## src/include/sdc_consts.svh

```systemverilog
// Constants of the strobe delay loop and its strobe lanes.
// Assumes inclusion by the package and the design modules.
`ifndef SDC_CONSTS_SVH
`define SDC_CONSTS_SVH

// Delay elements in the loop chain per frequency mode.
`define SDC_ELEMS_M0      5'h0C
`define SDC_ELEMS_M1      5'h10
`define SDC_ELEMS_M2      5'h0C
`define SDC_ELEMS_M3      5'h0A
// Largest combined setting per mode.
`define SDC_MAX_M0        7'h40
`define SDC_MAX_M123      7'h20
// Largest counter value per mode.
`define SDC_CNT_M0        6'h3F
`define SDC_CNT_M123      6'h1F
// Signed offset limits for modes 1 to 3.
`define SDC_OFS_HI_M123   8'sh1F
`define SDC_OFS_LO_M123   -8'sh20
// Reference cycles before captured data is trusted.
`define SDC_LOCK_CYCLES   9'h100
// Chain taps that equal one sampling clock cycle.
`define SDC_TAPS_PER_CLK  5'h10
// Last update counter value; setting updates come every eight reference cycles.
`define SDC_UPD_CYCLES    3'h7
// Reset values.
`define SDC_SETTING_RST   6'h00
`define SDC_PERIOD_RST    8'h00
`define SDC_HIST_RST      32'h0000_0000

`endif

```

## src/include/sdc_pkg.sv

```systemverilog
// Types and shared arithmetic of the strobe delay loop.
// Assumes the constants header is on the include path.
`include "sdc_consts.svh"

package sdc_pkg;

    // Loop phases after a loop reset.
    typedef enum logic [2:0] {
        ST_RESET   = 3'b001,
        ST_MEASURE = 3'b010,
        ST_TRACK   = 3'b100
    } dll_state_t;

    // Offset unit operating modes.
    typedef enum logic [1:0] {
        OFS_STATIC   = 2'h0,
        OFS_DYN_ADD  = 2'h1,
        OFS_DYN_SUB  = 2'h2,
        OFS_DYN_BOTH = 2'h3
    } offset_mode_t;

    typedef struct packed {
        dll_state_t  state;
        logic        ref_s1;
        logic        ref_s2;
        logic        ref_prev;
        logic [7:0]  per_cnt;
        logic [7:0]  period;
        logic [5:0]  setting;
        logic        upndn;
        logic [8:0]  lock_cnt;
        logic        locked;
        logic [2:0]  upd_cnt;
        logic        upd_en;
    } dll_regs_t;

    typedef struct packed {
        logic        pin_s1;
        logic        pin_s2;
        logic [31:0] hist;
        logic [5:0]  set_lat;
        logic [6:0]  sum_lat;
        logic        strobe;
    } lane_regs_t;

    // Largest combined setting of a frequency mode.
    function automatic logic [6:0] max_setting(input logic [1:0] mode);
        max_setting = (mode == 2'h0) ? `SDC_MAX_M0 : `SDC_MAX_M123;
    endfunction : max_setting

    // Largest value the loop counter or a user setting may hold.
    function automatic logic [5:0] cnt_max(input logic [1:0] mode);
        cnt_max = (mode == 2'h0) ? `SDC_CNT_M0 : `SDC_CNT_M123;
    endfunction : cnt_max

endpackage : sdc_pkg

```

## src/core/strobe_delay_dll_control.sv

```systemverilog
// Delay loop, offset unit, update enable and two strobe lanes.
// Assumes ref_clk_in and both strobe pins are asynchronous to clk_in;
// all configuration inputs come from logic on clk_in.
`timescale 1ns/1ns
`include "sdc_consts.svh"

module strobe_delay_dll_control (
    input  wire logic       clk_in,
    input  wire logic       rst_in,
    input  wire logic       ref_clk_in,
    input  wire logic       dll_reset_in,
    input  wire logic [1:0] freq_mode_in,
    input  wire logic       zero_shift_in,
    input  wire logic [1:0] offset_mode_in,
    input  wire logic [6:0] static_offset_in,
    input  wire logic [5:0] dyn_offset_in,
    input  wire logic       addnsub_in,
    input  wire logic       user_sel_in,
    input  wire logic [5:0] user_delay_in,
    input  wire logic       use_offset_in,
    input  wire logic [1:0] extra_elems_in,
    input  wire logic       dqs_pin_in,
    input  wire logic       dqsn_pin_in,
    input  wire logic       dqs_postamble_in,
    input  wire logic       dqsn_postamble_in,
    output logic [5:0]      delay_setting_out,
    output logic            upndn_out,
    output logic            upd_en_out,
    output logic            locked_out,
    output logic            dqs_shifted_out,
    output logic            dqsn_shifted_out
);

    sdc_pkg::dll_regs_t r_ff;
    sdc_pkg::dll_regs_t nxt_r;

    logic              ref_rise;
    logic [4:0]        elems;
    logic [11:0]       chain_delay;
    logic [11:0]       target_delay;
    logic              want_up;
    logic [5:0]        lane_setting;
    logic signed [7:0] offset;
    logic signed [8:0] sum_wide;
    logic [6:0]        lane_sum;

    // ========================================================
    // Reference edge detection
    // ========================================================
    // Only the second synchroniser stage and its delayed copy are read.
    assign ref_rise = r_ff.ref_s2 & ~r_ff.ref_prev;

    // ========================================================
    // Loop chain model and phase comparator
    // ========================================================
    // The chain delay in taps is the element count of the mode times the
    // setting; alignment is reached when it equals one reference period.
    always_comb begin
        case (freq_mode_in)
            2'h0:    elems = `SDC_ELEMS_M0;
            2'h1:    elems = `SDC_ELEMS_M1;
            2'h2:    elems = `SDC_ELEMS_M2;
            default: elems = `SDC_ELEMS_M3;
        endcase
        chain_delay  = 12'(elems) * 12'(r_ff.setting);
        target_delay = 12'(r_ff.period) * 12'(`SDC_TAPS_PER_CLK);
        want_up      = chain_delay < target_delay;
    end

    // ========================================================
    // Lane setting source
    // ========================================================
    // A lane takes the loop setting or the user setting; modes 1 to 3
    // keep only the low five bits of the user setting.
    always_comb begin
        if (user_sel_in) begin
            lane_setting = user_delay_in
                         & sdc_pkg::cnt_max(freq_mode_in);
        end else begin
            lane_setting = r_ff.setting;
        end
    end

    // ========================================================
    // Offset unit
    // ========================================================
    // Builds the signed offset, limits it to the mode's range, then adds
    // it to the lane setting and clamps the result.
    always_comb begin
        case (sdc_pkg::offset_mode_t'(offset_mode_in))
            sdc_pkg::OFS_STATIC: begin
                offset = {static_offset_in[6], static_offset_in};
            end
            sdc_pkg::OFS_DYN_ADD: begin
                offset = {2'h0, dyn_offset_in};
            end
            sdc_pkg::OFS_DYN_SUB: begin
                offset = -{2'h0, dyn_offset_in};
            end
            default: begin
                offset = addnsub_in ? {2'h0, dyn_offset_in}
                                    : -{2'h0, dyn_offset_in};
            end
        endcase
        // Mode 0 spans -64..63 by width; other modes are limited here.
        if (offset_mode_in == 2'h0 && freq_mode_in == 2'h0) begin
            offset = offset;
        end else if (offset_mode_in == 2'h0) begin
            if (offset > `SDC_OFS_HI_M123) begin
                offset = `SDC_OFS_HI_M123;
            end else if (offset < `SDC_OFS_LO_M123) begin
                offset = `SDC_OFS_LO_M123;
            end
        end else if (freq_mode_in != 2'h0) begin
            offset = {offset[7], offset[7], offset[7],
                      offset[4:0]};
            if (offset > `SDC_OFS_HI_M123) begin
                offset = `SDC_OFS_HI_M123;
            end else if (offset < `SDC_OFS_LO_M123) begin
                offset = `SDC_OFS_LO_M123;
            end
        end
        if (offset_mode_in != 2'h0 && freq_mode_in == 2'h0
            && offset == -8'sh40) begin
            offset = -8'sh3F;
        end
        sum_wide = $signed({3'h0, lane_setting})
                 + $signed({offset[7], offset});
        if (sum_wide < 9'sh000) begin
            lane_sum = 7'h00;
        end else if (sum_wide > $signed({2'h0,
                     sdc_pkg::max_setting(freq_mode_in)})) begin
            lane_sum = sdc_pkg::max_setting(freq_mode_in);
        end else begin
            lane_sum = sum_wide[6:0];
        end
    end

    // ========================================================
    // Loop state machine, counter, lock and update enable
    // ========================================================
    // After a loop reset the period is measured over one reference
    // cycle, then the counter tracks one step per reference edge.
    always_comb begin
        nxt_r = r_ff;
        nxt_r.ref_s1   = ref_clk_in;
        nxt_r.ref_s2   = r_ff.ref_s1;
        nxt_r.ref_prev = r_ff.ref_s2;
        nxt_r.upd_en   = 1'b0;
        if (ref_rise) begin
            nxt_r.per_cnt = 8'h01;
        end else if (r_ff.per_cnt != 8'hFF) begin
            nxt_r.per_cnt = r_ff.per_cnt + 8'h01;
        end
        // Update enable pulses once every few reference cycles so new
        // settings have time to reach every lane between changes.
        if (ref_rise) begin
            if (r_ff.upd_cnt == `SDC_UPD_CYCLES) begin
                nxt_r.upd_cnt = 3'h0;
                nxt_r.upd_en  = 1'b1;
            end else begin
                nxt_r.upd_cnt = r_ff.upd_cnt + 3'h1;
            end
        end
        case (r_ff.state)
            sdc_pkg::ST_RESET: begin
                nxt_r.setting  = `SDC_SETTING_RST;
                nxt_r.lock_cnt = 9'h000;
                nxt_r.locked   = 1'b0;
                if (ref_rise) begin
                    nxt_r.state = sdc_pkg::ST_MEASURE;
                end
            end
            sdc_pkg::ST_MEASURE: begin
                if (ref_rise) begin
                    nxt_r.period   = r_ff.per_cnt;
                    nxt_r.lock_cnt = r_ff.lock_cnt + 9'h001;
                    nxt_r.state    = sdc_pkg::ST_TRACK;
                end
            end
            default: begin
                if (ref_rise) begin
                    nxt_r.period = r_ff.per_cnt;
                    if (r_ff.lock_cnt != `SDC_LOCK_CYCLES) begin
                        nxt_r.lock_cnt = r_ff.lock_cnt + 9'h001;
                    end
                    nxt_r.upndn = want_up;
                    if (zero_shift_in) begin
                        nxt_r.setting = r_ff.setting;
                    end else if (want_up) begin
                        if (r_ff.setting
                            < sdc_pkg::cnt_max(freq_mode_in)) begin
                            nxt_r.setting = r_ff.setting + 6'h01;
                        end else begin
                            nxt_r.setting =
                                sdc_pkg::cnt_max(freq_mode_in);
                        end
                    end else if (r_ff.setting != 6'h00) begin
                        nxt_r.setting = r_ff.setting - 6'h01;
                    end
                end
                nxt_r.locked = (r_ff.lock_cnt == `SDC_LOCK_CYCLES)
                             && (r_ff.period != `SDC_PERIOD_RST);
            end
        endcase
        // A loop reset clears the setting and the lock at once, so user
        // logic never sees a stale lock while the loop starts over.
        if (dll_reset_in) begin
            nxt_r.state = sdc_pkg::ST_RESET;
            nxt_r.setting  = `SDC_SETTING_RST;
            nxt_r.lock_cnt = 9'h000;
            nxt_r.locked   = 1'b0;
        end
    end

    // Register the loop state.
    always_ff @(posedge clk_in) begin
        if (rst_in) begin
            r_ff <= '{state: sdc_pkg::ST_RESET,
                      ref_s1: 1'b0, ref_s2: 1'b0, ref_prev: 1'b0,
                      per_cnt: 8'h00, period: `SDC_PERIOD_RST,
                      setting: `SDC_SETTING_RST, upndn: 1'b0,
                      lock_cnt: 9'h000, locked: 1'b0,
                      upd_cnt: 3'h0, upd_en: 1'b0};
        end else begin
            r_ff <= nxt_r;
        end
    end

    // ========================================================
    // Strobe lanes
    // ========================================================
    // One lane per pin; both lanes take the same setting, offset sum, update
    // enable and zero shift bypass.
    sdc_strobe_lane u_dqs_lane (
        .clk_in         (clk_in),
        .rst_in         (rst_in),
        .pin_in         (dqs_pin_in),
        .postamble_in   (dqs_postamble_in),
        .upd_en_in      (r_ff.upd_en),
        .setting_in     (lane_setting),
        .sum_in         (lane_sum),
        .use_offset_in  (use_offset_in),
        .extra_elems_in (extra_elems_in),
        .bypass_in      (zero_shift_in),
        .strobe_out     (dqs_shifted_out)
    );

    sdc_strobe_lane u_dqsn_lane (
        .clk_in         (clk_in),
        .rst_in         (rst_in),
        .pin_in         (dqsn_pin_in),
        .postamble_in   (dqsn_postamble_in),
        .upd_en_in      (r_ff.upd_en),
        .setting_in     (lane_setting),
        .sum_in         (lane_sum),
        .use_offset_in  (use_offset_in),
        .extra_elems_in (extra_elems_in),
        .bypass_in      (zero_shift_in),
        .strobe_out     (dqsn_shifted_out)
    );

    // Loop outputs for user logic.
    assign delay_setting_out = r_ff.setting;
    assign upndn_out         = r_ff.upndn;
    assign upd_en_out        = r_ff.upd_en;
    assign locked_out        = r_ff.locked;

endmodule : strobe_delay_dll_control

```

## src/core/sdc_strobe_lane.sv

```systemverilog
// One strobe logic block: setting latches, delay chain, postamble gate.
// Assumes the pin is asynchronous and the update enable is on clk_in.
`timescale 1ns/1ns
`include "sdc_consts.svh"

module sdc_strobe_lane (
    input  wire logic       clk_in,
    input  wire logic       rst_in,
    input  wire logic       pin_in,
    input  wire logic       postamble_in,
    input  wire logic       upd_en_in,
    input  wire logic [5:0] setting_in,
    input  wire logic [6:0] sum_in,
    input  wire logic       use_offset_in,
    input  wire logic [1:0] extra_elems_in,
    input  wire logic       bypass_in,
    output logic            strobe_out
);

    sdc_pkg::lane_regs_t r_ff;
    sdc_pkg::lane_regs_t nxt_r;
    logic [8:0]          taps;

    // ========================================================
    // Chain length and next state
    // ========================================================
    // The pin-side element uses the setting or the setting plus offset;
    // the further elements use the plain setting only.
    always_comb begin
        taps = (use_offset_in ? {2'h0, r_ff.sum_lat}
                              : {3'h0, r_ff.set_lat})
             + 9'(extra_elems_in) * {3'h0, r_ff.set_lat};
        nxt_r = r_ff;
        nxt_r.pin_s1 = pin_in;
        nxt_r.pin_s2 = r_ff.pin_s1;
        nxt_r.hist = {r_ff.hist[30:0], r_ff.pin_s2};
        if (upd_en_in) begin
            nxt_r.set_lat = setting_in;
            nxt_r.sum_lat = sum_in;
        end
        if (postamble_in) begin
            nxt_r.strobe = 1'b0;
        end else if (bypass_in) begin
            nxt_r.strobe = r_ff.pin_s2;
        end else begin
            nxt_r.strobe = r_ff.hist[taps[8:4]];
        end
    end

    // Register the lane state.
    always_ff @(posedge clk_in) begin
        if (rst_in) begin
            r_ff <= '{pin_s1: 1'b0, pin_s2: 1'b0,
                      hist: `SDC_HIST_RST,
                      set_lat: `SDC_SETTING_RST, sum_lat: 7'h00,
                      strobe: 1'b0};
        end else begin
            r_ff <= nxt_r;
        end
    end

    assign strobe_out = r_ff.strobe;

endmodule : sdc_strobe_lane

```

## config.mk

```make
export PLATFORM = sky130hd
export DESIGN_NAME = strobe_delay_dll_control
export DESIGN_NICKNAME = d
export VERILOG_FILES = /design/src/include/sdc_pkg.sv /design/src/core/strobe_delay_dll_control.sv /design/src/core/sdc_strobe_lane.sv
export VERILOG_INCLUDE_DIRS = /design/src /design/src/include
export SDC_FILE = /design/constraint.sdc
export NUM_CORES = 1
export LEC_CHECK = 0
export ABC_CLOCK_PERIOD_IN_PS = 7000
export BUFFER_PORTS_ARGS = -buffer_cell sky130_fd_sc_hd__buf_4
export CORE_MARGIN = 2
export CORE_UTILIZATION = 30
export CTS_CLUSTER_DIAMETER = 40
export CTS_CLUSTER_SIZE = 30
export DETAILED_ROUTE_END_ITERATION = 8
export PLACE_DENSITY = 0.43
export SLEW_MARGIN = 20
export SYNTH_ARGS = -nofsm -noshare
export SYNTH_HDL_FRONTEND = slang
export SYNTH_SLANG_ARGS = --single-unit
```

## constraint.sdc

```tcl
create_clock -name clk_in -period 7 [get_ports clk_in]
set_input_delay 0.7 -clock clk_in [delete_from_list [all_inputs] [get_ports clk_in]]
set_output_delay 0.7 -clock clk_in [all_outputs]
set_load 0.02 [all_outputs]
```

**Yosys cells after proc, flatten, opt, wreduce, memory -nomap -nowiden**

Index checks and enable logic that the tools add are counted.

- Register bits after elaboration: 126
- Input bits: 37
- Output and inout port bits: 11
- Word-level logic and storage cells: 132

- Add/subtract/negate cells: 8
- $mul: 2
- $lt $le $gt $ge: 9
- Equal/unequal tests: 14
- Mux-type cells: 42
- Bitwise logic cells: 7
- Reduce and logical (&&, ||, !) cells: 27

Operators with widths:

| operator | number |
|---|---|
| $mux 8 | 10 |
| $mux 6 | 6 |
| $mux 7 | 4 |
| $mux 24 | 1 |
| $pmux 8 s3 | 1 |
| $mux 9 | 2 |
| $pmux 9 s2 | 1 |
| $pmux 8 s2 | 1 |
| $reduce_or 2->1 | 7 |
| $lt 11x12->1 | 1 |
| $pmux 6 s2 | 1 |
| $mul 5x6->11 | 1 |
| $bmux 1 s5 | 2 |
| $pmux 5 s2 | 1 |
| $reduce_bool 2->1 | 5 |
| $add 7x8->9 | 1 |
| $add 9x1->9 const B | 1 |
| $add 9x8->9 | 1 |
| $eq 9x9->1 const B | 1 |
| $gt 9x8->1 | 1 |
| $lt 9x1->1 const B | 1 |
| $mux 3 | 3 |
| $ne 9x9->1 const B | 1 |
| $add 8x1->8 const B | 1 |
| 34 further kinds | 54 |

**Logic depth before layout (Yosys ltp)**

Gate-level depths: netlist of the first run.

- Word-level depth: 16
- Depth in mapped cells: 27
- Gate-level depth less buffers: 25

**Hierarchy**

A second synthesis of the first run with hierarchy kept.

- Cells, all modules: 871
- Area, all modules: 7838.8 sq um

By module, submodules not included:

| module | instances | cells an instance | area an instance (sq um) | seq. area each (sq um) |
|---|---|---|---|---|
| strobe_delay_dll_control | 1 | 511 | 4010.1 | 860.8 |
| sdc_strobe_lane | 2 | 180 | 1914.3 | 800.8 |

**Worst setup path before layout of the first run**

OpenSTA, ideal clock, no wires.

- Path type: in2reg
- Start: input offset_mode_in[0]
- End: register u_dqsn_lane.r_ff[4] (netlist bit)
- Setup time: 0.059 ns
- Data arrival time: 5.949 ns
- Data required time: 6.941 ns
- Path slack: 0.992 ns
- Cell stages on the path: 24
- Path through: buf_2 > a21bo_2 > o21ai_0 > inv_1 > or3_2 > ha_1 > and3_1 > nor2_1 > o221ai_1 > nand2_1 > o311ai_0 > ha_1 > fa_1 > a21o_1 > a21oi_1 > o21bai_1 > a21oi_1 > xor2_1 > ha_1 > or4bb_2 > o41a_1 > o21bai_1 > and3_4 > a22o_1

- Longest elaborated chain between the ends: 15
- Elaborated cells on any way between the ends: 26

Ends and longest elaborated chain:

| element | RTL line | text |
|---|---|---|
| from (decl) | strobe_delay_dll_control.sv:14 | `input wire logic [1:0] offset_mode_in,` |
| $eq 2x2->1 (tied with other cells) | strobe_delay_dll_control.sv:90 | `case (sdc_pkg::offset_mode_t'(offset_mode_in))` |
| $pmux 8 s3 | strobe_delay_dll_control.sv:90 |  |
| $lt 6x6->1 (no line) | -- |  |
| $mux 8 | strobe_delay_dll_control.sv:119 | `` end else if (offset < `SDC_OFS_LO_M123) begin `` |
| $mux 8 | strobe_delay_dll_control.sv:117 | `` if (offset > `SDC_OFS_HI_M123) begin `` |
| $mux 8 | strobe_delay_dll_control.sv:114 | `end else if (freq_mode_in != 2'h0) begin` |
| $mux 8 | strobe_delay_dll_control.sv:108 | `end else if (offset_mode_in == 2'h0) begin` |
| $mux 8 | strobe_delay_dll_control.sv:106 | `if (offset_mode_in == 2'h0 && freq_mode_in == 2'h0) begin` |
| $eq 8x7->1 | strobe_delay_dll_control.sv:124 | `&& offset == -8'sh40) begin` |
| $logic_and 1x1->1 | strobe_delay_dll_control.sv:124 |  |
| $mux 8 (*) | strobe_delay_dll_control.sv:123 | `if (offset_mode_in != 2'h0 && freq_mode_in == 2'h0` |
| $add 7x8->9 (*) | strobe_delay_dll_control.sv:128 | `+ $signed({offset[7], offset});` |
| $gt 9x8->1 | strobe_delay_dll_control.sv:131 | `end else if (sum_wide > $signed({2'h0,` |
| $mux 7 | strobe_delay_dll_control.sv:131 |  |
| $mux 7 (*) | strobe_delay_dll_control.sv:129 | `if (sum_wide < 9'sh000) begin` |
| to (signal assigned) | sdc_strobe_lane.sv:53 | `r_ff <= '{pin_s1: 1'b0, pin_s2: 1'b0,` |
| to (signal assigned) | sdc_strobe_lane.sv:58 | `r_ff <= nxt_r;` |
| to (decl) | sdc_strobe_lane.sv:20 | `sdc_pkg::lane_regs_t r_ff;` |

Every way passes the cells marked *; elsewhere a longest branch is shown, timed or not.
A chain may end at the register's enable or synchronous reset.

**Worst setup path in the final report of the first run**

- Start: input offset_mode_in[1]
- End: register u_dqsn_lane.r_ff[5] (netlist bit)

Same word-level chain as after synthesis.

==> results of run 1 <==
==> power groups by stage <==
stage,registers (mW),clock network [mW],logic (mW)
final,0.634,0.512,0.144
after global routing,0.635,0.556,0.162
after CTS,0.634,0.534,0.146
after detailed placement,0.649,0,0.146
after global placement,0.649,0,0.147
after floorplan,0.648,0,0.0977
==> logic make-up (layout without fill, tap and decap cells) <==
group	after synthesis	count (layout)	share of synthesized area [%]
simple gates	298	298	22.0
compound gates	166	166	16.7
flops	110	110	31.7
buf+inv	97	123	6.06
fa+ha+maj	62	62	12.8
mux	43	43	7.20
xor+xnor	27	27	3.51
other cells	1	1	0.0539
==> critical path, stage by stage <==
cell and delay, ns:
sky130_fd_sc_hd__buf_4 0.15, sky130_fd_sc_hd__a21bo_2 0.29, sky130_fd_sc_hd__o21ai_0 0.39, sky130_fd_sc_hd__inv_1 0.15, sky130_fd_sc_hd__or3_2 0.49, sky130_fd_sc_hd__ha_1 0.31, sky130_fd_sc_hd__and3_1 0.20, sky130_fd_sc_hd__nor2_1 0.11
sky130_fd_sc_hd__o221ai_1 0.11, sky130_fd_sc_hd__nand2_1 0.11, sky130_fd_sc_hd__o311ai_0 0.15, sky130_fd_sc_hd__ha_1 0.25, sky130_fd_sc_hd__fa_1 0.40, sky130_fd_sc_hd__a21o_1 0.17, sky130_fd_sc_hd__a21oi_1 0.23, sky130_fd_sc_hd__o21bai_1 0.09
sky130_fd_sc_hd__a21oi_1 0.21, sky130_fd_sc_hd__xor2_1 0.13, sky130_fd_sc_hd__ha_1 0.30, sky130_fd_sc_hd__or4bb_2 0.60, sky130_fd_sc_hd__o41a_1 0.35, sky130_fd_sc_hd__o21bai_1 0.25, sky130_fd_sc_hd__and3_4 0.27, sky130_fd_sc_hd__a22o_1 0.12
==> registers in the layout (all words and copies together) (netlist names) <==
register,cells
delay_setting_out,6
u_dqsn_lane.strobe_out,1
u_dqs_lane.nxt_r,26
upd_en_out,1
upndn_out,1
nxt_r,2
r_ff,32
u_dqsn_lane.nxt_r,26
u_dqsn_lane.r_ff,13
locked_out,1
u_dqs_lane.strobe_out,1
==> layout make-up <==
cell class	instances	area share, %
well taps	285	4.59
repair buffers	51	4.93
flip-flops and latches	110	28.3
clock buffers	9	2.90
multi-input cells	597	55.7
clock inverters	7	0.805
inverters	56	2.71
==> per-stage QoR <==
stage          setup slack [ns]  utilization [%]
3_3_place_gp              0.539             32.9
6_report                  0.768             34.2
5_1_grt                   0.347             34.2
2_1_floorplan             0.992                -
3_5_place_dp              0.432             32.9
4_1_cts                   0.803             34.2
==> per-layer routing <==
metal	routed length (µm)	GRT usage (%)
met5	0	0
met1	8380	19.7
met2	7320	21.5
met4	211	3.28
met3	403	2.55
==> how the worst min path moves through the flow <==
stage / from / end / slack (ns)
5_1_grt: u_dqs_lane.nxt_r[46] / u_dqs_lane.nxt_r[14] / 0.46
6_report: u_dqs_lane.nxt_r[46] / u_dqs_lane.nxt_r[14] / 0.45
3_3_place_gp: u_dqs_lane.nxt_r[46] / u_dqs_lane.nxt_r[14] / 0.42
3_5_place_dp: u_dqs_lane.nxt_r[46] / u_dqs_lane.nxt_r[14] / 0.43
2_1_floorplan: nxt_r[38] / nxt_r[37] / 0.41
4_1_cts: u_dqs_lane.nxt_r[46] / u_dqs_lane.nxt_r[14] / 0.45
==> layout by cell type (no fill, tap or decap), drive strengths merged, types with 9 or more instances in the layout <==
cell type  Yosys  layout
a21o          14      14
a21oi         48      48
a31oi         13      13
and3          12      12
buf           11      51
clkbuf        30       9
dfxtp        110     110
fa            15      15
ha            47      47
inv           54      60
mux2i         32      32
nand2         94      94
nand2b         9       9
nand3         15      15
nand4          9       9
nor2          46      46
nor2b         59      59
nor3          17      17
o21ai         26      26
xnor2         15      15
xor2          12      12
==> run summary, run 1 <==
The instance count of the mapped netlist is between 800 and 900. The synthesized area per cell is about 8.6 µm². The source of the critical timing path is offset_mode_in[1].

The share of the synthesized area in the top cell type came out at a little under a third. The number of different library cells in the post-synthesis netlist is 86. The clock sink count came out at 110. The register bit total from synthesis came out at 110. The site row count is between 50 and 60.

The power per cell area came out at about 170 mW/mm². The required time at the endpoint of the critical path is between 7 and 8 ns. Yosys instantiated no cell more often than sky130_fd_sc_hd__dfxtp_1. The worst flop-to-flop path startpoint is delay_setting_out[2]. Counting flops with a built-in enable in the synthesized netlist gives 0.

The largest fanout on the critical path came out at 13. The final design instance area without fill came out at ~0.0078 mm². After detailed placement, the total cell area comes to 0.00748 mm². The share of total power dissipated in the clock network is between 30 and 40%. The growth of design area from synthesis to finish is 11.7%. The setup TNS after final layout is 0 ns.

The worst setup path is captured at a register. Counting every net in the synthesized netlist gives ~900. The register-to-register setup slack is 1.34 ns. The overall overflow remaining after global route came out at 0.

The depth of the CTS H-tree came out at 3. The switching power total came out at 0.346 mW. The area taken by multi-input logic gates is around 0.0043 mm². By count the netlist is led by sky130_fd_sc_hd__dfxtp_1 (110), sky130_fd_sc_hd__nand2_1 (94), sky130_fd_sc_hd__nor2b_1 (59), sky130_fd_sc_hd__inv_1 (54). Of the synthesized area, sequential elements account for between 30% and 40%. The worst setup path is launched from a primary input. The final layout net count is ~920. The number of hold violations in the final report is 0. For the worst-skew pair, the clock arrives at the later sink with an insertion delay of about 0.36 ns. The quantity of gates resized following cts came out at 0. The number of design rule violations left after detail routing came out at 0.

The total area inside the core boundary comes to between 0.02 and 0.025 mm². The analysis attributes to cell leakage a power of approximately 3.2 nW. Setup violations remaining at the end of the flow were counted as 0. The switching part of the total came out at approximately 27%. Based on the critical path, the design can be clocked at up to 0.160 GHz. The register area came out at between 0.002 and 0.0025 mm². The number of cells in the finished layout apart from fillers is 1115. Dividing the detail-routed wire length by the instance count gives between 10 and 15 µm. Cell internal power was estimated by the tool at ~0.94 mW. After the first detailed-routing iteration, the DRC count stood at between 200 and 300. The path depth of the worst reg2reg path is 20. The worst-case hold slack came out at ~0.45 ns.

The post-detailed-route count of antenna-violating nets is 0. The worst endpoint data arrival time is between 6 and 7 ns. The number of antenna diodes in the final layout is 0. After clock tree synthesis, the setup repair step added 0 buffers.

The flow ran to the end, and the final reports show no timing, DRC or antenna violations. Yosys attributes the largest share of cell area to sky130_fd_sc_hd__dfxtp_1 (32%), sky130_fd_sc_hd__ha_1 (8.5%), sky130_fd_sc_hd__nor2b_1 (5.3%). The critical register-to-register path endpoint is delay_setting_out[5].

The pre-antenna-repair detailed-routing pass consisted of 4 iterations. The global placement routability congestion is around 0.77. The post-synthesis instance area came out at ~0.007 mm². The relative slew slack came out at roughly a third. The instance count along the most critical hold path came out at 1. The floorplan step set the die height to around 160 µm. The final clock skew is ~0.0073 ns. The post-detailed-route via-to-cell ratio came out at about 4.9. Setup repair after global routing left no endpoint under its margin.

The wire length after detailed routing is between 15000 and 20000 µm. The root cell of the clock tree is sky130_fd_sc_hd__clkbuf_16. The min-delay analysis places its worst path in the category register to register. The overall die area came out at about 0.024 mm².

The total power is approximately 1.3 mW. The most common flop cell mapped by yosys is sky130_fd_sc_hd__dfxtp_1. The placed wire-length estimate after detailed placement came out at 12400 µm. TritonCTS built the clock tree.

The termination of the worst setup path is u_dqsn_lane.r_ff[5]. The maximum number of buffers from clock root to sink is 2. The count of buffers from port buffering came out at 47. In the finished design, the share of the clock period the worst path needs comes to about nine tenths. After clock tree synthesis, the clock-pin slew on the worst setup and hold paths is around 0.080 ns. The number of placed instances, taps included, is ~1100.

The largest net degree at the start of global routing came out at 67. The first-pass GRT wire length came out at 27100 µm. The transition time of the tightest slew-check pin came out at around 1 ns. The number of warnings reported in the yosys synthesis log came out at 0. The combinational group share of total power came out at between 10% and 20%. The post-route netlist has approximately an eighth of its cells at a drive strength greater than 1. The layout has 2412 filler cells. The via count of the first global-routing pass came out at around 5300. The initial antenna violation count came to 0. The width of the die came out at approximately 160 µm. The global routing usage summed across all routing layers came out at 13.8%. The fraction of synthesis flops using an asynchronous set or reset pin is 0%. The worst setup path is of the primary input to register kind. TritonCTS created 9 clock buffers.

The count of pins over their slew limit is 0. Summed over all instances, the cell type with the most area after synthesis is sky130_fd_sc_hd__dfxtp_1. The number of hold buffers added after cts came out at 0. The via count of the routed design is between 5000 and 6000.

The maximum ir drop on the vdd rail is 0.000106 V. The post-route minimum period is 6.23 ns. The effective utilization at floorplan came out at 30.6%.

Max-cap violations in this run came to 0. The number of primary I/O pins came out at between 40 and 50. The proportion of power drawn by flip-flops and latches is ~49%.
(Power assumes the default switching activity.)
==> run 2, diff against run 1 <==
Settings changed: GPL_TIMING_DRIVEN from default to 0.
==> run summary, run 2 (synthesis results as in run 1) <==
The run finished with clean final reports. The register area was 0.00220 mm² (unchanged). The instance count on the critical path came out at 26 (+8.3%). The filler cell count is 2447 (+1.5%). The via count of the first global-routing pass was 5389 (+1.9%). The largest fanout on the critical path is 10 (-3). The width of the die came out at 156 µm (unchanged). The clock sink count is 110 (unchanged). The number of cells in the finished layout apart from fillers is 1150 (+3.1%). The insertion delay of the later-clocked pin in the worst-skew pair is 0.36 ns (about the same). The transition time of the tightest slew-check pin was 0.807 ns (-0.197 ns).

The final layout net count came out at 959 (+3.8%). The placement-stage cell area came out at 0.00765 mm² (+2.2%). The number of buffers created by CTS came out at 9 (unchanged). The wire length after detailed routing came out at 16800 µm (+3.1%). The number of primary I/O pins came out at 48 (unchanged).

The largest net degree at the start of global routing came out at 19 (-72%). The overall overflow remaining after global route came out at 0 (unchanged). The final design instance area without fill came out at 0.00795 mm² (+2.4%). The delay of the slowest critical-path stage came out at 0.60 ns (about the same). The initial antenna violation count came to 0 (unchanged). The setup violation total in the final timing report was 0 (unchanged).

The global placement routability congestion is 0.782 (+1.2%). The top cell types in the final layout, fill and taps aside, are sky130_fd_sc_hd__dfxtp_1 (110), sky130_fd_sc_hd__nand2_1 (94), sky130_fd_sc_hd__nor2b_1 (59). The depth of the CTS H-tree is 3 (unchanged). The cell type group with the largest total delay on the critical path is simple AND/OR/NAND/NOR gates.

The required time at the endpoint of the critical path is 7.30 ns (about the same). The share of final-layout standard cells stronger than drive strength 1 came out at 12.8% (+0.18 points). The total iterations of the first detailed-routing run came to 4 (unchanged).

The final cycle utilization of the critical path came out at 90.9% (+1.9 points). In this run the worst hold path is classified as register to register. The post-route minimum period came out at 6.36 ns (+0.131 ns). The effective utilization at floorplan is 30.6% (unchanged).

The tree is rooted in a sky130_fd_sc_hd__clkbuf_16. The antenna diode count came out at 0 (unchanged). The count of pins over their slew limit came out at 0 (unchanged). The die height came out at 156 µm (unchanged). The number of hold buffers added after cts came out at 0 (unchanged).

The worst endpoint data arrival time came to 6.66 ns (+0.12 ns). The register with the most flip-flops in the final layout is r_ff. The area taken by multi-input logic gates came out at 0.00433 mm² (unchanged). The number of violations of the max-capacitance limit came out at 0 (unchanged). The post-route worst setup slack is 0.637 ns (-0.131 ns). The growth of design area from synthesis to finish came out at 14.4%. The maximum frequency from static timing analysis came out at 0.157 GHz (-2.1%). The placement-stage worst setup slack came out at 0.251 ns (-0.181 ns). The first-pass GRT wire length is 27800 µm (+2.4%).

The worst setup path is of the primary input to register kind. The worst-case hold slack came out at 0.442 ns (-0.00774 ns). The overall die area came out at 0.0244 mm² (unchanged). The path depth of the worst reg2reg path is 22 (+10%). The placed wire-length estimate after detailed placement is 13100 µm (+5.4%). The critical path starts at offset_mode_in[0]. Setup repair after global routing left no endpoint under its margin. The setup TNS after final layout came out at 0 ns (unchanged).

The clock-pin slew on the worst setup and hold paths was 0.07 ns (about the same). The wire length per cell is 14.6 µm (about the same). STA classifies the critical path startpoint as a primary input. The post-detailed-route via-to-cell ratio came to 4.89 (about the same).

The site row count came out at 55 (unchanged). The register-to-register setup slack is 1.21 ns (-0.13 ns). The global routing usage summed across all routing layers came out at 14.2% (+0.38 points). The type of destination of the critical path is a register. The maximum ir drop on the vdd rail came to 0.000115 V (+7.8%). The number of violations reported at the end of detailed-routing iteration 0 is 294 (-1.0%).

The quantity of gates resized following cts came to 0 (unchanged). The post-CTS setup-driven buffer insertion count came out at 0 (unchanged). The number of design rule violations left after detail routing is 0 (unchanged). The leakage power of the design came out at 3.30 nW (+2.5%). The count of buffers from port buffering came out at 45 (-4.3%). The total power came out at 1.32 mW (+2.1%). The final clock skew is 0.00746 ns (+0.000116 ns).

The final core utilization is 35.0% (+0.81 points). The total placed cells including tap cells is 1134 (+3.2%). The power per cell area came out at 166 mW/mm² (-0.26%). The post-detailed-route count of antenna-violating nets came out at 0 (unchanged). TritonCTS built the clock tree.

Among all stages on the critical path, the largest delay is contributed by sky130_fd_sc_hd__or4bb_2. The number of flip-flops in the largest register is 32 (unchanged). In this run the worst setup path terminates at u_dqsn_lane.r_ff[3]. The placeable core region came out at 0.0227 mm² (unchanged). The most common cell after layout, fill and taps aside is sky130_fd_sc_hd__dfxtp_1.

The number of hold violations in the final report is 0 (unchanged). The maximum number of buffers from clock root to sink is 2 (unchanged). The relative slew slack came out at 46.0% (+13 points). The number of buffers and inverters on the critical path is 3 (+1). The most used cell along the critical path is sky130_fd_sc_hd__ha_1. In this run the critical register-to-register path is captured at delay_setting_out[3].

The startpoint identified for the worst register-to-register timing path is delay_setting_out[2]. The via count of the routed design is 5622 (+3.1%).
run 2: cell count changes in the layout (fill, tap and decap cells not counted), sizes merged:
| cell | before | now |
|---|---|---|
| clkbuf | 9 | 40 |
| buf | 51 | 56 |
| inv | 60 | 57 |
| bufinv | 0 | 1 |
| clkinv | 3 | 4 |
run 2: cell type report:
type,instances,share of cell area (%)
multi-input cells,597,54.4
flip-flops and latches,110,27.7
well taps,285,4.48
repair buffers,45,4.25
clock buffers,10,3.00
plain buffers,41,2.66
inverters,56,2.64
clock inverters,6,0.834
run 2: worst min-delay path by stage:
stage,cells past startpoint,slack [ns],to,from
2_1_floorplan,1,0.41,nxt_r[37],nxt_r[38]
3_3_place_gp,1,0.42,u_dqs_lane.nxt_r[14],u_dqs_lane.nxt_r[46]
4_1_cts,1,0.45,u_dqs_lane.nxt_r[14],u_dqs_lane.nxt_r[46]
3_5_place_dp,1,0.43,u_dqs_lane.nxt_r[14],u_dqs_lane.nxt_r[46]
5_1_grt,1,0.46,u_dqsn_lane.nxt_r[14],u_dqsn_lane.nxt_r[46]
6_report,1,0.44,u_dqsn_lane.nxt_r[14],u_dqsn_lane.nxt_r[46]
run 2: worst reg2reg max path, stage by stage (launching register included):
cell and delay (ns):
sky130_fd_sc_hd__dfxtp_1 0.46, sky130_fd_sc_hd__clkbuf_1 0.43, sky130_fd_sc_hd__nand2_1 0.15, sky130_fd_sc_hd__fa_1 0.57, sky130_fd_sc_hd__inv_1 0.06, sky130_fd_sc_hd__fa_1 0.47
sky130_fd_sc_hd__ha_1 0.31, sky130_fd_sc_hd__ha_1 0.34, sky130_fd_sc_hd__a21o_1 0.17, sky130_fd_sc_hd__a21oi_1 0.23, sky130_fd_sc_hd__o21bai_1 0.09, sky130_fd_sc_hd__a21oi_1 0.17
sky130_fd_sc_hd__xor2_1 0.17, sky130_fd_sc_hd__ha_1 0.26, sky130_fd_sc_hd__o211ai_1 0.17, sky130_fd_sc_hd__nor2_1 0.07, sky130_fd_sc_hd__and2_1 0.20, sky130_fd_sc_hd__a21oi_1 0.30
sky130_fd_sc_hd__clkbuf_1 0.42, sky130_fd_sc_hd__mux2i_1 0.14, sky130_fd_sc_hd__o221ai_1 0.22, sky130_fd_sc_hd__o21ai_0 0.12, sky130_fd_sc_hd__a21o_1 0.20
run 2: routing by layer:
layer	share of wire [%]	GRT usage, %	vias to the layer above
met4	1.8	4.50	0
met2	45	21.9	56
met3	2.4	2.35	18
met1	51	20.2	2635
met5	0	0	-
li1	-	-	2913
run 2: power breakdown:
group | internal (mW) | switching (mW)
combinational | 0.0637 | 0.0823
clock | 0.290 | 0.247
sequential | 0.630 | 0.00372
==> run 3, diff against run 2 <==
Settings changed: MAX_ROUTING_LAYER from default to met4.
==> run summary, run 3 (synthesis results as in run 1) <==
The flow ran to the end, and the final reports show no timing, DRC or antenna violations. The depth of the CTS H-tree came to 3 (unchanged). The switching power total is 0.333 mW (+0.12%). The library cell used most frequently in the layout, excluding fill and tap cells, is sky130_fd_sc_hd__dfxtp_1.

The wire length after detailed routing came out at 16800 µm (about the same). The effective utilization at floorplan came out at 30.6% (unchanged). The clock sink count came out at 110 (unchanged).

The largest net degree at the start of global routing is 19 (unchanged). The width of the die is 156 µm (unchanged). The path depth of the worst reg2reg path is 22 (unchanged).

The final clock skew came out at 0.00873 ns (+0.00126 ns). The global placement routability congestion came out at 0.793 (+1.4%). The die height came out at 156 µm (unchanged). The required time at the endpoint of the critical path is 7.30 ns (about the same). The post-detailed-route via-to-cell ratio is 4.89 (about the same).

The wire length per cell was 14.6 µm (about the same). The setup violation total in the final timing report is 0 (unchanged). The number of hold buffers added after cts is 0 (unchanged).

The transition time of the tightest slew-check pin came out at 0.814 ns (+0.00694 ns). The power per cell area is 166 mW/mm² (about the same). The number of hold violations in the final report is 0 (unchanged). The placed wire-length estimate after detailed placement came out at 13100 µm (unchanged).

The placement-stage cell area came out at 0.00765 mm² (unchanged). The maximum frequency from static timing analysis came out at 0.157 GHz (-0.12%). The total placed cells including tap cells is 1134 (unchanged). The cell internal power dissipation is 0.984 mW (about the same). The post-detailed-route count of antenna-violating nets is 0 (unchanged). The count of pins over their slew limit came out at 0 (unchanged). The antenna diode count came out at 0 (unchanged). The growth of design area from synthesis to finish came out at 14.4% (unchanged). Setup repair after global routing left no endpoint under its margin. The setup TNS after final layout was 0 ns (unchanged). The register with the most flip-flops is r_ff.

The initial antenna violation count is 0 (unchanged). The combinational group share of total power came out at 11.1% (about the same). The clock-pin slew on the worst setup and hold paths was 0.07 ns (about the same).

The post-CTS setup-driven buffer insertion count was 0 (unchanged). The via count of the routed design came to 5627 (+0.089%). The number of violations of the max-capacitance limit is 0 (unchanged). The quantity of gates resized following cts came to 0 (unchanged). The total power is 1.32 mW (about the same).

The placeable core region is 0.0227 mm² (unchanged). The number of primary I/O pins is 48 (unchanged). The final design instance area without fill is 0.00795 mm² (unchanged).

The number of design rule violations left after detail routing is 0 (unchanged). The post-route minimum period came out at 6.37 ns (+0.00772 ns). The share of final-layout standard cells stronger than drive strength 1 came to 12.8% (unchanged). The instance count along the most critical hold path is 1 (unchanged). The class of the most critical setup path is primary input to register. STA classifies the critical path startpoint as a primary input. The global routing usage summed across all routing layers is 14.6% (+0.42 points). The largest fanout on the critical path is 10 (unchanged). The switching part of the total came out at 25.3% (about the same). The relative slew slack came out at 45.5% (-0.46 points). The number of violations reported at the end of detailed-routing iteration 0 came out at 291 (-1.0%).

The part of the power in the clock network is 40.8% (about the same). The final cycle utilization of the critical path came out at 91.0% (+0.11 points). The count of buffers from port buffering is 45 (unchanged).

Clock tree synthesis selected as its root buffer the cell sky130_fd_sc_hd__clkbuf_16. The total iterations of the first detailed-routing run came out at 5 (+1). The overall overflow remaining after global route is 0 (unchanged). The worst endpoint data arrival time came out at 6.67 ns (about the same). The first-pass GRT wire length came out at 27800 µm (about the same). The insertion delay of the later-clocked pin in the worst-skew pair is 0.36 ns (about the same). The number of buffers created by CTS came out at 9 (unchanged).

The proportion of power drawn by flip-flops and latches is 48.1% (about the same). The maximum ir drop on the vdd rail came out at 0.000115 V (+0.29%). The number of flip-flops in the largest register is 32 (unchanged). The site row count came to 55 (unchanged). The library cells used most frequently in the layout, excluding fill and tap cells, are sky130_fd_sc_hd__dfxtp_1 (110), sky130_fd_sc_hd__nand2_1 (94), sky130_fd_sc_hd__nor2b_1 (59). The min-delay analysis places its worst path in the category register to register. The leakage power of the design is 3.30 nW (unchanged).

The type of destination of the critical path is a register. The maximum number of buffers from clock root to sink came out at 2 (unchanged). The overall die area is 0.0244 mm² (unchanged).

The final layout net count came to 959 (unchanged). TritonCTS built the clock tree. The via count of the first global-routing pass is 5391 (+0.037%).

The number of cells in the finished layout apart from fillers came out at 1150 (unchanged).
run 3: cell counts in the layout (fill, tap and decap cells not counted):
No cell type changed its count.
run 3: path summary, 6_finish.rpt:
kind	start	to	slack [ns]
setup reg to reg	delay_setting_out[2]	delay_setting_out[3]	1.23
hold reg to reg	u_dqsn_lane.nxt_r[46]	u_dqsn_lane.nxt_r[14]	0.44
hold / removal	u_dqsn_lane.nxt_r[46]	u_dqsn_lane.nxt_r[14]	0.44
setup / recovery	offset_mode_in[0]	u_dqsn_lane.r_ff[3]	0.63
run 3: area by class of cell:
class / count / area [µm²]
buffer: 41 / 211
clock buffer: 10 / 239
clock inverter: 6 / 66.3
fill: 2447 / 14800
inverter: 56 / 210
multi-input combinational: 597 / 4330
sequential: 110 / 2200
tap: 285 / 357
timing repair buffer: 45 / 338
run 3: routing by layer:
layer  vias up  wire (µm)  track usage [%]
li1       2910          -                -
met1      2633       8540             20.2
met2        65       7540             21.9
met3        19        446             2.24
met4         0        306             4.50
met5         -          0                -
run 3: power groups by stage:
stage          Clock, mW  Sequential, mW  Combinational (mW)
2_1_floorplan          0           0.648              0.0977
5_1_grt            0.581           0.635               0.165
4_1_cts            0.560           0.634               0.148
3_5_place_dp           0           0.649               0.147
6_report           0.537           0.634               0.146
3_3_place_gp           0           0.649               0.148
run 3: metrics by stage:
step / hold slack, ns / utilization [%] / worst slack (ns)
4_1_cts: 0.450 / 35.0 / 0.611
3_3_place_gp: 0.419 / 33.7 / 0.188
2_1_floorplan: 0.414 / - / 0.992
5_1_grt: 0.463 / 35.0 / 0.0705
3_5_place_dp: 0.431 / 33.7 / 0.251
6_report: 0.442 / 35.0 / 0.629
run 3: worst max-delay path, cell delays in order:
cell                       delay, ns
sky130_fd_sc_hd__buf_4          0.12
sky130_fd_sc_hd__buf_2          0.18
sky130_fd_sc_hd__nor2_1         0.37
sky130_fd_sc_hd__nand2_1        0.10
sky130_fd_sc_hd__o21ai_0        0.19
sky130_fd_sc_hd__inv_1          0.14
sky130_fd_sc_hd__or3_2          0.49
sky130_fd_sc_hd__ha_1           0.32
sky130_fd_sc_hd__and3_1         0.20
sky130_fd_sc_hd__nor2_1         0.11
sky130_fd_sc_hd__o221ai_1       0.11
sky130_fd_sc_hd__nand2_1        0.10
sky130_fd_sc_hd__o311ai_0       0.16
sky130_fd_sc_hd__ha_1           0.25
sky130_fd_sc_hd__fa_1           0.40
sky130_fd_sc_hd__a21o_1         0.17
sky130_fd_sc_hd__a21oi_1        0.22
sky130_fd_sc_hd__o21bai_1       0.09
sky130_fd_sc_hd__a21oi_1        0.20
sky130_fd_sc_hd__xor2_1         0.12
sky130_fd_sc_hd__ha_1           0.31
sky130_fd_sc_hd__or4bb_2        0.60
sky130_fd_sc_hd__o41a_1         0.36
sky130_fd_sc_hd__o21bai_1       0.26
sky130_fd_sc_hd__and3_4         0.27
sky130_fd_sc_hd__a22o_1         0.13
